File: src/rtl/tgu_pkg.sv
// Constants, register map and encodings for the trigger gate and action block.
// Assumes a 40 MHz aclk and 16-bit converted analog samples.
package tgu_pkg;
   localparam int unsigned TGU_CLK_HZ = 40000000;
   localparam int unsigned TGU_ADC_W = 16;
   localparam int unsigned TGU_CHR_W = 32;
   localparam int unsigned TGU_NUNITS = 4;

   // Register byte offsets, one per unit block of 0x10 plus globals
   localparam logic [7:0] TGU_OFS_CTRL = 8'h00;
   localparam logic [7:0] TGU_OFS_STAT = 8'h04;
   localparam logic [7:0] TGU_OFS_CHRON = 8'h08;
   localparam logic [7:0] TGU_OFS_LATCH = 8'h0C;
   localparam logic [7:0] TGU_OFS_TPER = 8'h10;
   localparam logic [7:0] TGU_OFS_UNIT0 = 8'h20;
   localparam logic [7:0] TGU_OFS_USTRIDE = 8'h10;
   localparam logic [7:0] TGU_OFS_UCFG = 8'h00;
   localparam logic [7:0] TGU_OFS_UTHR = 8'h04;
   localparam logic [7:0] TGU_OFS_UPW = 8'h08;

   // Control register fields
   localparam int unsigned TGU_CTRL_SHOT_LSB = 0;
   localparam int unsigned TGU_CTRL_REL_BIT = 4;
   localparam int unsigned TGU_CTRL_OUTCLR_BIT = 5;

   // Unit config fields
   localparam int unsigned TGU_CFG_SRC_LSB = 0;
   localparam int unsigned TGU_CFG_EVT_LSB = 4;
   localparam int unsigned TGU_CFG_EN_LSB = 8;
   localparam int unsigned TGU_CFG_ACT_LSB = 12;
   localparam int unsigned TGU_FLD_W = 3;

   typedef enum logic [2:0] {
      TGU_SRC_SHOT = 3'h0, TGU_SRC_TIMER = 3'h1, TGU_SRC_DIN = 3'h2,
      TGU_SRC_AIN1 = 3'h3, TGU_SRC_AIN2 = 3'h4, TGU_SRC_CHAIN = 3'h5
   } tgu_src_t;

   typedef enum logic [2:0] {
      TGU_EVT_RISE = 3'h0, TGU_EVT_FALL = 3'h1, TGU_EVT_PLONG = 3'h2,
      TGU_EVT_PSHORT = 3'h3, TGU_EVT_NLONG = 3'h4, TGU_EVT_NSHORT = 3'h5
   } tgu_evt_t;

   typedef enum logic [2:0] {
      TGU_EN_ALWAYS = 3'h0, TGU_EN_DIN_HI = 3'h1, TGU_EN_AIN1_HI = 3'h2,
      TGU_EN_AIN2_HI = 3'h3, TGU_EN_DIN_LO = 3'h4, TGU_EN_AIN1_LO = 3'h5,
      TGU_EN_AIN2_LO = 3'h6
   } tgu_en_t;

   typedef enum logic [2:0] {
      TGU_ACT_NONE = 3'h0, TGU_ACT_ZERO = 3'h1, TGU_ACT_LATCH = 3'h2,
      TGU_ACT_SETOUT = 3'h3, TGU_ACT_START = 3'h4, TGU_ACT_ARMNEXT = 3'h5
   } tgu_act_t;

   localparam logic [31:0] TGU_TPER_RST = 32'h0000_0000;
   localparam logic [15:0] TGU_PW_RST = 16'h0000;
   localparam logic [15:0] TGU_THR_RST = 16'h0000;
endpackage

File: src/rtl/tgu_unit.sv
// One trigger unit: source pick, event detect, enable gate, action decode.
// Assumes synchronised inputs and sample strobes on the same aclk.
module tgu_unit
   import tgu_pkg::*;
#(
   parameter int unsigned PW_W = 16
) (
   input wire logic aclk,
   input wire logic aresetn,
   input wire logic [2:0] src_sel,
   input wire logic [2:0] evt_sel,
   input wire logic [2:0] en_sel,
   input wire logic [2:0] act_sel,
   input wire logic [PW_W-1:0] pulse_width,
   input wire logic two_ch,
   input wire logic shot,
   input wire logic timer_tick,
   input wire logic din,
   input wire logic ain1_above,
   input wire logic ain2_above,
   input wire logic chain_in,
   output logic act_zero,
   output logic act_latch,
   output logic act_setout,
   output logic act_start,
   output logic act_next
);
   typedef struct packed {
      logic lvl;
      logic [PW_W-1:0] wcnt;
      logic zero;
      logic latch;
      logic setout;
      logic start;
      logic next;
   } tgu_ust_t;

   tgu_ust_t st_r;
   tgu_ust_t st_nxt;

   logic lvl_now;
   logic fire;
   logic en_ok;
   logic gated;
   logic long_w;

   always_comb begin
      // Event-type sources are pulses; level sources feed the edge logic
      case (src_sel)
         TGU_SRC_SHOT: lvl_now = shot;
         TGU_SRC_TIMER: lvl_now = timer_tick;
         TGU_SRC_DIN: lvl_now = din;
         TGU_SRC_AIN1: lvl_now = ain1_above;
         TGU_SRC_AIN2: lvl_now = two_ch & ain2_above;
         TGU_SRC_CHAIN: lvl_now = chain_in;
         default: lvl_now = 1'b0;
      endcase
   end

   assign long_w = (st_r.wcnt >= pulse_width);

   always_comb begin
      case (evt_sel)
         TGU_EVT_RISE: fire = lvl_now & ~st_r.lvl;
         TGU_EVT_FALL: fire = ~lvl_now & st_r.lvl;
         TGU_EVT_PLONG: fire = ~lvl_now & st_r.lvl & long_w;
         TGU_EVT_PSHORT: fire = ~lvl_now & st_r.lvl & ~long_w;
         TGU_EVT_NLONG: fire = lvl_now & ~st_r.lvl & long_w;
         TGU_EVT_NSHORT: fire = lvl_now & ~st_r.lvl & ~long_w;
         default: fire = lvl_now & ~st_r.lvl;
      endcase
   end

   always_comb begin
      case (en_sel)
         TGU_EN_ALWAYS: en_ok = 1'b1;
         TGU_EN_DIN_HI: en_ok = din;
         TGU_EN_DIN_LO: en_ok = ~din;
         TGU_EN_AIN1_HI: en_ok = ain1_above;
         TGU_EN_AIN2_HI: en_ok = two_ch & ain2_above;
         TGU_EN_AIN1_LO: en_ok = ~ain1_above;
         TGU_EN_AIN2_LO: en_ok = two_ch & ~ain2_above;
         default: en_ok = 1'b0;
      endcase
   end

   assign gated = fire & en_ok;

   always_comb begin
      st_nxt = st_r;
      st_nxt.lvl = lvl_now;
      // Width counter saturates so long pulses never wrap to short
      if (lvl_now != st_r.lvl) begin
         st_nxt.wcnt = '0;
      end else if (st_r.wcnt != '1) begin
         st_nxt.wcnt = st_r.wcnt + 1'b1;
      end
      // One action pulse per gated event
      st_nxt.zero = gated && (act_sel == TGU_ACT_ZERO);
      st_nxt.latch = gated && (act_sel == TGU_ACT_LATCH);
      st_nxt.setout = gated && (act_sel == TGU_ACT_SETOUT);
      st_nxt.start = gated && (act_sel == TGU_ACT_START);
      st_nxt.next = gated && (act_sel == TGU_ACT_ARMNEXT);
   end

   always_ff @(posedge aclk) begin
      if (!aresetn) begin
         st_r <= '0;
      end else begin
         st_r <= st_nxt;
      end
   end

   assign act_zero = st_r.zero;
   assign act_latch = st_r.latch;
   assign act_setout = st_r.setout;
   assign act_start = st_r.start;
   assign act_next = st_r.next;
endmodule

File: src/rtl/tgu_top.sv
// File holds the AXI4-Lite register slave, chronometer and four units.
// Assumes analog samples arrive with a one-cycle strobe on aclk.
module tgu_top
   import tgu_pkg::*;
#(
   parameter int unsigned ADC_W = TGU_ADC_W,
   parameter int unsigned CHR_W = TGU_CHR_W,
   parameter bit TWO_CH = 1'b1
) (
   input wire logic aclk,
   input wire logic aresetn,
   input wire logic [7:0] s_axi_awaddr,
   input wire logic s_axi_awvalid,
   output logic s_axi_awready,
   input wire logic [31:0] s_axi_wdata,
   input wire logic [3:0] s_axi_wstrb,
   input wire logic s_axi_wvalid,
   output logic s_axi_wready,
   output logic [1:0] s_axi_bresp,
   output logic s_axi_bvalid,
   input wire logic s_axi_bready,
   input wire logic [7:0] s_axi_araddr,
   input wire logic s_axi_arvalid,
   output logic s_axi_arready,
   output logic [31:0] s_axi_rdata,
   output logic [1:0] s_axi_rresp,
   output logic s_axi_rvalid,
   input wire logic s_axi_rready,
   input wire logic trig_in,
   input wire logic [ADC_W-1:0] analog_channel_one,
   input wire logic [ADC_W-1:0] analog_channel_two,
   input wire logic sample_stb,
   output logic digital_out,
   output logic record_start
);
   localparam int unsigned NU = TGU_NUNITS;
   localparam logic [1:0] RESP_OK = 2'b00;
   localparam logic [1:0] RESP_ERR = 2'b10;

   typedef struct packed {
      logic awr;
      logic [7:0] awa;
      logic wr;
      logic [31:0] wd;
      logic [3:0] ws;
      logic bv;
      logic [1:0] br;
      logic rv;
      logic [31:0] rd;
      logic [1:0] rr;
      logic [3:0] shot;
      logic release_en;
      logic dout;
      logic rec;
      logic [1:0] din_s;
      logic [31:0] tper;
      logic [31:0] tcnt;
      logic tick;
      logic [CHR_W-1:0] chron;
      logic [CHR_W-1:0] latch;
      logic [NU-1:0] a1_hi;
      logic [NU-1:0] a2_hi;
      logic [NU-1:0][15:0] cfg;
      logic [NU-1:0][ADC_W-1:0] thr;
      logic [NU-1:0][15:0] pw;
   } tgu_st_t;

   tgu_st_t st_r;
   tgu_st_t st_nxt;

   logic [NU-1:0] a_zero, a_latch, a_set, a_start, a_next;

   function automatic logic [31:0] merge(input logic [31:0] old,
                                         input logic [31:0] nw,
                                         input logic [3:0] strb);
      logic [31:0] r;
      r = old;
      for (int b = 0; b < 4; b++) begin
         if (strb[b]) begin
            r[b*8 +: 8] = nw[b*8 +: 8];
         end
      end
      return r;
   endfunction

   function automatic logic [2:0] fld(input logic [15:0] c,
                                      input int unsigned lsb);
      return c[lsb +: TGU_FLD_W];
   endfunction

   // Units exist only in pairs; units three and four on two-channel parts
   function automatic logic unit_hit(input logic [7:0] a, output int u,
                                     output logic [7:0] ofs);
      logic [7:0] rel;
      rel = a - TGU_OFS_UNIT0;
      u = int'(rel[5:4]);
      ofs = {4'h0, rel[3:0]};
      return (a >= TGU_OFS_UNIT0) &&
             (rel < TGU_OFS_USTRIDE * 8'(TWO_CH ? NU : NU / 2));
   endfunction

   genvar g;
   generate
      for (g = 0; g < NU; g++) begin : g_unit
         tgu_unit #(.PW_W(16)) u_unit (
            .aclk(aclk),
            .aresetn(aresetn),
            .src_sel(fld(st_r.cfg[g], TGU_CFG_SRC_LSB)),
            .evt_sel(fld(st_r.cfg[g], TGU_CFG_EVT_LSB)),
            .en_sel(fld(st_r.cfg[g], TGU_CFG_EN_LSB)),
            .act_sel(fld(st_r.cfg[g], TGU_CFG_ACT_LSB)),
            .pulse_width(st_r.pw[g]),
            .two_ch(TWO_CH),
            .shot(st_r.shot[g]),
            .timer_tick(st_r.tick),
            .din(st_r.din_s[1]),
            .ain1_above(st_r.a1_hi[g]),
            .ain2_above(st_r.a2_hi[g]),
            // Unit one has no predecessor
            .chain_in((g == 0) ? 1'b0 : a_next[(g == 0) ? 0 : g-1]),
            .act_zero(a_zero[g]),
            .act_latch(a_latch[g]),
            .act_setout(a_set[g]),
            .act_start(a_start[g]),
            .act_next(a_next[g])
         );
      end
   endgenerate

   always_comb begin
      int u;
      logic [7:0] ofs;
      logic hit;
      logic [31:0] v;
      u = 0;
      ofs = 8'h00;
      hit = 1'b0;
      v = 32'h0000_0000;
      st_nxt = st_r;
      st_nxt.shot = '0;
      st_nxt.din_s = {st_r.din_s[0], trig_in};

      // Timer source: period zero disables the tick
      st_nxt.tick = 1'b0;
      if (st_r.tper != TGU_TPER_RST) begin
         if (st_r.tcnt >= st_r.tper - 32'h0000_0001) begin
            st_nxt.tcnt = 32'h0000_0000;
            st_nxt.tick = 1'b1;
         end else begin
            st_nxt.tcnt = st_r.tcnt + 32'h0000_0001;
         end
      end

      // Compare only on a fresh sample, so results hold between samples
      if (sample_stb) begin
         for (int k = 0; k < NU; k++) begin
            st_nxt.a1_hi[k] = analog_channel_one > st_r.thr[k];
            st_nxt.a2_hi[k] = analog_channel_two > st_r.thr[k];
         end
      end

      // Chronometer: zero wins over counting, then restarts at once
      if (|a_zero) begin
         st_nxt.chron = '0;
      end else begin
         st_nxt.chron = st_r.chron + 1'b1;
      end
      if (|a_latch) begin
         st_nxt.latch = st_r.chron;
      end
      if (|a_set && st_r.release_en) begin
         st_nxt.dout = 1'b1;
      end
      st_nxt.rec = |a_start;

      // AXI write channels, taken in either order
      if (s_axi_awvalid && s_axi_awready) begin
         st_nxt.awr = 1'b0;
         st_nxt.awa = s_axi_awaddr;
      end
      if (s_axi_wvalid && s_axi_wready) begin
         st_nxt.wr = 1'b0;
         st_nxt.wd = s_axi_wdata;
         st_nxt.ws = s_axi_wstrb;
      end
      if (!st_r.awr && !st_r.wr && !st_r.bv) begin
         st_nxt.bv = 1'b1;
         st_nxt.br = RESP_OK;
         hit = unit_hit(st_r.awa, u, ofs);
         if ({st_r.awa[7:2], 2'b00} == TGU_OFS_CTRL) begin
            v = merge(32'h0000_0000, st_r.wd, st_r.ws);
            st_nxt.shot = v[TGU_CTRL_SHOT_LSB +: NU];
            st_nxt.release_en = v[TGU_CTRL_REL_BIT];
            // Clearing output is skipped when a set arrives in the same cycle and the write sets release
            if (v[TGU_CTRL_OUTCLR_BIT] && !(|a_set && v[TGU_CTRL_REL_BIT])) begin
               st_nxt.dout = 1'b0;
            end
         end else if ({st_r.awa[7:2], 2'b00} == TGU_OFS_TPER) begin
            st_nxt.tper = merge(st_r.tper, st_r.wd, st_r.ws);
            st_nxt.tcnt = 32'h0000_0000;
         end else if (hit && ofs[3:2] == TGU_OFS_UCFG[3:2]) begin
            v = merge({16'h0000, st_r.cfg[u]}, st_r.wd, st_r.ws);
            st_nxt.cfg[u] = v[15:0];
         end else if (hit && ofs[3:2] == TGU_OFS_UTHR[3:2]) begin
            v = merge(32'(st_r.thr[u]), st_r.wd, st_r.ws);
            st_nxt.thr[u] = v[ADC_W-1:0];
         end else if (hit && ofs[3:2] == TGU_OFS_UPW[3:2]) begin
            v = merge({16'h0000, st_r.pw[u]}, st_r.wd, st_r.ws);
            st_nxt.pw[u] = v[15:0];
         end else begin
            st_nxt.br = RESP_ERR;
         end
      end
      if (st_r.bv && s_axi_bready) begin
         st_nxt.bv = 1'b0;
         st_nxt.awr = 1'b1;
         st_nxt.wr = 1'b1;
      end

      // AXI read: one cycle to answer, arready low while rvalid stands
      if (s_axi_arvalid && !st_r.rv) begin
         st_nxt.rv = 1'b1;
         st_nxt.rr = RESP_OK;
         st_nxt.rd = 32'h0000_0000;
         hit = unit_hit(s_axi_araddr, u, ofs);
         case ({s_axi_araddr[7:2], 2'b00})
            TGU_OFS_CTRL: st_nxt.rd[TGU_CTRL_REL_BIT] = st_r.release_en;
            TGU_OFS_STAT: st_nxt.rd = {28'h0000000, st_r.rec, st_r.dout,
                                       st_r.din_s[1], 1'b0};
            TGU_OFS_CHRON: st_nxt.rd = 32'(st_r.chron);
            TGU_OFS_LATCH: st_nxt.rd = 32'(st_r.latch);
            TGU_OFS_TPER: st_nxt.rd = st_r.tper;
            default: begin
               if (hit && ofs[3:2] == TGU_OFS_UCFG[3:2]) begin
                  st_nxt.rd = {16'h0000, st_r.cfg[u]};
               end else if (hit && ofs[3:2] == TGU_OFS_UTHR[3:2]) begin
                  st_nxt.rd = 32'(st_r.thr[u]);
               end else if (hit && ofs[3:2] == TGU_OFS_UPW[3:2]) begin
                  st_nxt.rd = {16'h0000, st_r.pw[u]};
               end else begin
                  st_nxt.rr = RESP_ERR;
               end
            end
         endcase
      end else if (st_r.rv && s_axi_rready) begin
         st_nxt.rv = 1'b0;
      end
   end

   always_ff @(posedge aclk) begin
      if (!aresetn) begin
         st_r <= '0;
         st_r.awr <= 1'b1;
         st_r.wr <= 1'b1;
         st_r.tper <= TGU_TPER_RST;
      end else begin
         st_r <= st_nxt;
      end
   end

   assign s_axi_awready = st_r.awr;
   assign s_axi_wready = st_r.wr;
   assign s_axi_bvalid = st_r.bv;
   assign s_axi_bresp = st_r.br;
   assign s_axi_arready = ~st_r.rv;
   assign s_axi_rvalid = st_r.rv;
   assign s_axi_rdata = st_r.rd;
   assign s_axi_rresp = st_r.rr;
   assign digital_out = st_r.dout;
   assign record_start = st_r.rec;
endmodule

File: config.mk
export PLATFORM = sky130hd
export DESIGN_NAME = tgu_top
export DESIGN_NICKNAME = d
export VERILOG_FILES = /design/src/rtl/tgu_pkg.sv /design/src/rtl/tgu_unit.sv /design/src/rtl/tgu_top.sv
export SDC_FILE = /design/constraint.sdc
export NUM_CORES = 2
export LEC_CHECK = 0
export BUFFER_PORTS_ARGS = -buffer_cell sky130_fd_sc_hd__buf_2
export CORE_UTILIZATION = 60
export CTS_CLUSTER_DIAMETER = 60
export DETAILED_ROUTE_END_ITERATION = 7
export PLACE_DENSITY = 0.88
export SYNTH_ARGS = -nofsm -noshare
export SYNTH_HDL_FRONTEND = slang
export SYNTH_SLANG_ARGS = --single-unit
File: constraint.sdc
create_clock -name aclk -period 5.6 [get_ports aclk]
set_clock_uncertainty 0.15 [all_clocks]
set_input_delay 0.56 -clock aclk [delete_from_list [all_inputs] [get_ports aclk]]
set_output_delay 0.56 -clock aclk [all_outputs]
set_load 0.05 [all_outputs]
==> impl_metrics.py <==
metrics = {
    "outcome": {
        "status": "finished, violations left",
        "violations": "design-rule violations",
    },
    "synthesis": {
        "muxShareOfSynthArea_pct": 10.6,
        "synth_top_family_by_area": "simple AND/OR/NAND/NOR gates",
        "ys_ff_latch": 507,
        "synth-seq-area-share_pct": 34.2,
        "ys_top_cells_by_area": "dfxtp_1 (34%), ha_1 (10%), mux4_2 (7.6%), nand2_1 (6.3%), a21oi_1 (4.8%)",
        "synth-main-ff-cell": "dfxtp_1",
        "syn_inst": 3465,
        "synth_edf_count": 0,
        "synth_top_cell_area_share_pct": 34.2,
        "synthDistinctLibCells": 74,
        "avgSynthCellArea_um2": 8.56,
        "async_flop_share_pct": 0,
        "yosys.area_share.simple_pct": 19.5,
        "synth_area_mm2": 0.0297,
        "synth_compound_gate_area_share_pct": 15.5,
        "synth_top_cell_by_area": "dfxtp_1",
        "ys_warn_count": 0,
        "synthAdderAreaFrac_pct": 10.3,
        "synth_xor_area_share_pct": 3.81,
    },
    "setup_path": {
        "cp_cell_sequence": "or4_4 -> nor3_1 -> nand3_1 -> nor2b_1 -> nand2_1 -> nor4b_1 -> xnor2_1 -> ha_1 -> a21o_1 -> a21o_1 -> a21oi_1 -> o21ai_0 -> a21oi_1 -> nand2_1 -> buf_4 -> and3_1",
        "path_depth": 16,
        "slowest_delay_ns": 0.58,
        "rr_worst_depth": 16,
        "ff2ff_setup_slack_ns": 1.09,
        "required_ns": 5.95,
        "critPathBufInv": 1,
        "crit_family": "simple AND/OR/NAND/NOR gates",
        "worstPathArrival_ns": 4.87,
        "critPathCaptureType": "flop",
        "startpoint_type": "flop",
        "slowest_stage": "or4_4",
        "reg2reg_from": "st_r[299]",
        "worst_r2r_endpoint": "st_r[264]",
        "crit_type": "reg2reg",
        "critPathMaxFanout": 18,
    },
    "sta": {
        "tns_ns": 0,
        "period_share_pct": 80.6,
        "fin_crit_ns": 4.51,
        "clock.fmax_ghz": 0.222,
        "tightest_slew_ns": 1.25,
        "rsz0062_at_grt": "false",
        "drv_slew": 0,
        "slew_headroom_pct": 16.4,
        "hold_violations": 0,
        "setup_viol_count_final": 0,
    },
    "pwr": {
        "peakVddDrop_mv": 0.240,
        "powerDensity_mw_per_mm2": 253,
        "leakage_nw": 13.5,
    },
    "grt": {
        "grt_pass1_vias": 25401,
        "grt_max_degree": 96,
        "grtUsageTotal_pct": 34.4,
        "grt_pass1_wl_um": 137000,
        "antenna_found_initial": 6,
        "grt_overflow": 0,
    },
    "floorplan": {
        "die_h_um": 224,
        "core.rowCount": 81,
        "die_x_um": 224,
        "ioPinCount": 136,
        "start_util_pct": 60.7,
        "die-area_mm2": 0.0503,
        "core-area_mm2": 0.0488,
    },
    "cells_and_area": {
        "fin_area_mm2": 0.0324,
        "syn_to_final_growth_pct": 9.15,
        "fillers": 3781,
        "final_common_cell": "dfxtp_1",
        "final_nets": 3796,
        "mostFrequentLayoutCells": "dfxtp_1 (504), nand2_1 (494), nor2_1 (345)",
        "final_cells": 4170,
        "seqCellArea_mm2": 0.0102,
        "multiInputGateArea_mm2": 0.0177,
        "drive_above_1_share_pct": 11.1,
    },
    "min_path": {
        "hold_class": "in2reg",
        "holdPathEnd": "st_r[387]",
        "hold_path_depth": 3,
        "hold_start": "s_axi_wdata[7]",
    },
    "routing": {
        "wl_per_cell_um": 21.2,
        "drc_errors": 2,
        "drt_iter0_drc": 3174,
        "routed_wl_um": 88300,
        "viasPerCell": 6.50,
        "vias": 27112,
        "drt-pass1-iter-count": 8,
        "postRouteAntennaNets": 0,
    },
    "place": {
        "io_buffers": 133,
        "gp_congestion": 0.995,
        "dp_cells": 4067,
        "placed_area_mm2": 0.0304,
        "place_hpwl_um": 61300,
    },
    "cts": {
        "tritoncts.num_buffers": 52,
        "cts.sinks": 507,
        "clk_path_buf_depth": 3,
        "cts_tree": "built",
        "worstSkewPairLatency_ns": 0.61,
        "post_cts_resized": 0,
        "htree_levels": 2,
        "path_clk_slew_ns": 0.07,
        "root_buffer": "clkbuf_16",
    },
    "job": {
        "max_cap_viol_count": 0,
    },
}
how the worst max path moves through the flow:
stage                     end       from  slack (ns)
detailed placement  st_r[264]  st_r[299]        1.13
global route        st_r[264]  st_r[299]        0.79
CTS                 st_r[264]  st_r[299]        1.13
finish              st_r[264]  st_r[299]        1.09
global placement    st_r[264]  st_r[299]        1.18
floorplan           st_r[267]  st_r[299]        1.96
power by group:
group | leakage, nW | switching [mW] | internal, mW
clock network | 0.960 | 1.52 | 2.42
logic | 8.45 | 0.346 | 0.188
registers | 4.10 | 0.0710 | 3.64
total | 13.5 | 1.93 | 6.25
layout make-up:
class	count	share of cell area, %
repair buffers	162	2.76
inverters	205	2.40
flip-flops and latches	507	31.4
multi-input cells	2531	54.8
diodes	6	0.0464
clock buffers	76	4.89
well taps	664	2.57
clock inverters	19	1.15
Yosys cell counts (11+ instances only):
cell / number
a211oi_1: 84
a21boi_0: 24
a21o_1: 29
a21oi_1: 285
a222oi_1: 28
and2_1: 11
and3_1: 27
and4_1: 17
buf_1: 16
buf_2: 16
buf_4: 37
clkbuf_1: 149
dfxtp_1: 507
ha_1: 244
inv_1: 204
mux2i_1: 80
mux4_2: 100
nand2_1: 494
nand2b_1: 12
nand3_1: 99
nand4_1: 63
nor2_1: 348
nor2b_1: 45
nor3_1: 55
nor4_1: 30
o211a_1: 60
o211ai_1: 24
o21a_1: 21
o21ai_0: 95
or3_1: 19
xnor2_1: 42
xor2_1: 87
through the flow:
step | setup slack, ns | hold slack (ns) | util (%) | total power [mW]
after CTS | 1.13 | 0.0260 | 66.2 | 8.17
after floorplan | 1.96 | 0.262 | - | 4.13
after detailed placement | 1.13 | 0.270 | 62.2 | 4.30
final | 1.09 | 0.0412 | 66.3 | 8.19
after global placement | 1.18 | 0.266 | 62.2 | 4.29
after global routing | 0.793 | 0.0463 | 66.3 | 8.38
worst register-to-register path, stage by stage, from the launching register on:
cell and delay (ns):
dfxtp_1 0.37, or4_4 0.58, nor3_1 0.27, nand3_1 0.20
nor2b_1 0.23, nand2_1 0.12, nor4b_1 0.39, xnor2_1 0.18
ha_1 0.27, a21o_1 0.18, a21o_1 0.16, a21oi_1 0.12
o21ai_0 0.10, a21oi_1 0.16, nand2_1 0.36, buf_4 0.36
and3_1 0.20
what timing repair did:
action                                  CTS  global route
setup buffers                             0             0
hold buffers                              2             0
endpoints found under the setup margin    0             0
hold endpoints to repair                  2             0
metal layers:
metal  part of all wire, %  global-route usage [%]  vias up
met4                   7.5                    24.0        4
met2                    44                    53.9     1703
met1                    37                    41.7    12691
met5                 0.025                   0.489        -
met3                    11                    8.32      434
li1                      -                       -    12280
cells by family after synthesis:
kind of cell | count (synthesis)
other | 1
DFF | 507
adders and majority gates | 244
muxes | 187
and+or+nand+nor | 1265
xor gates and xnor gates | 129
AOI/OAI and AO/OA | 704
buffers and inverters | 428
state kept, by name (all words and copies together), names as in the netlist, 3 cells and up:
name	count
g_unit.u_unit.act_zero	4
st_r	379
s_axi_rdata	32
g_unit.u_unit.act_setout	4
g_unit.u_unit.act_next	3
g_unit.u_unit.act_start	4
g_unit.u_unit.st_r	68
g_unit.u_unit.act_latch	4
(Power assumes the default switching activity.)
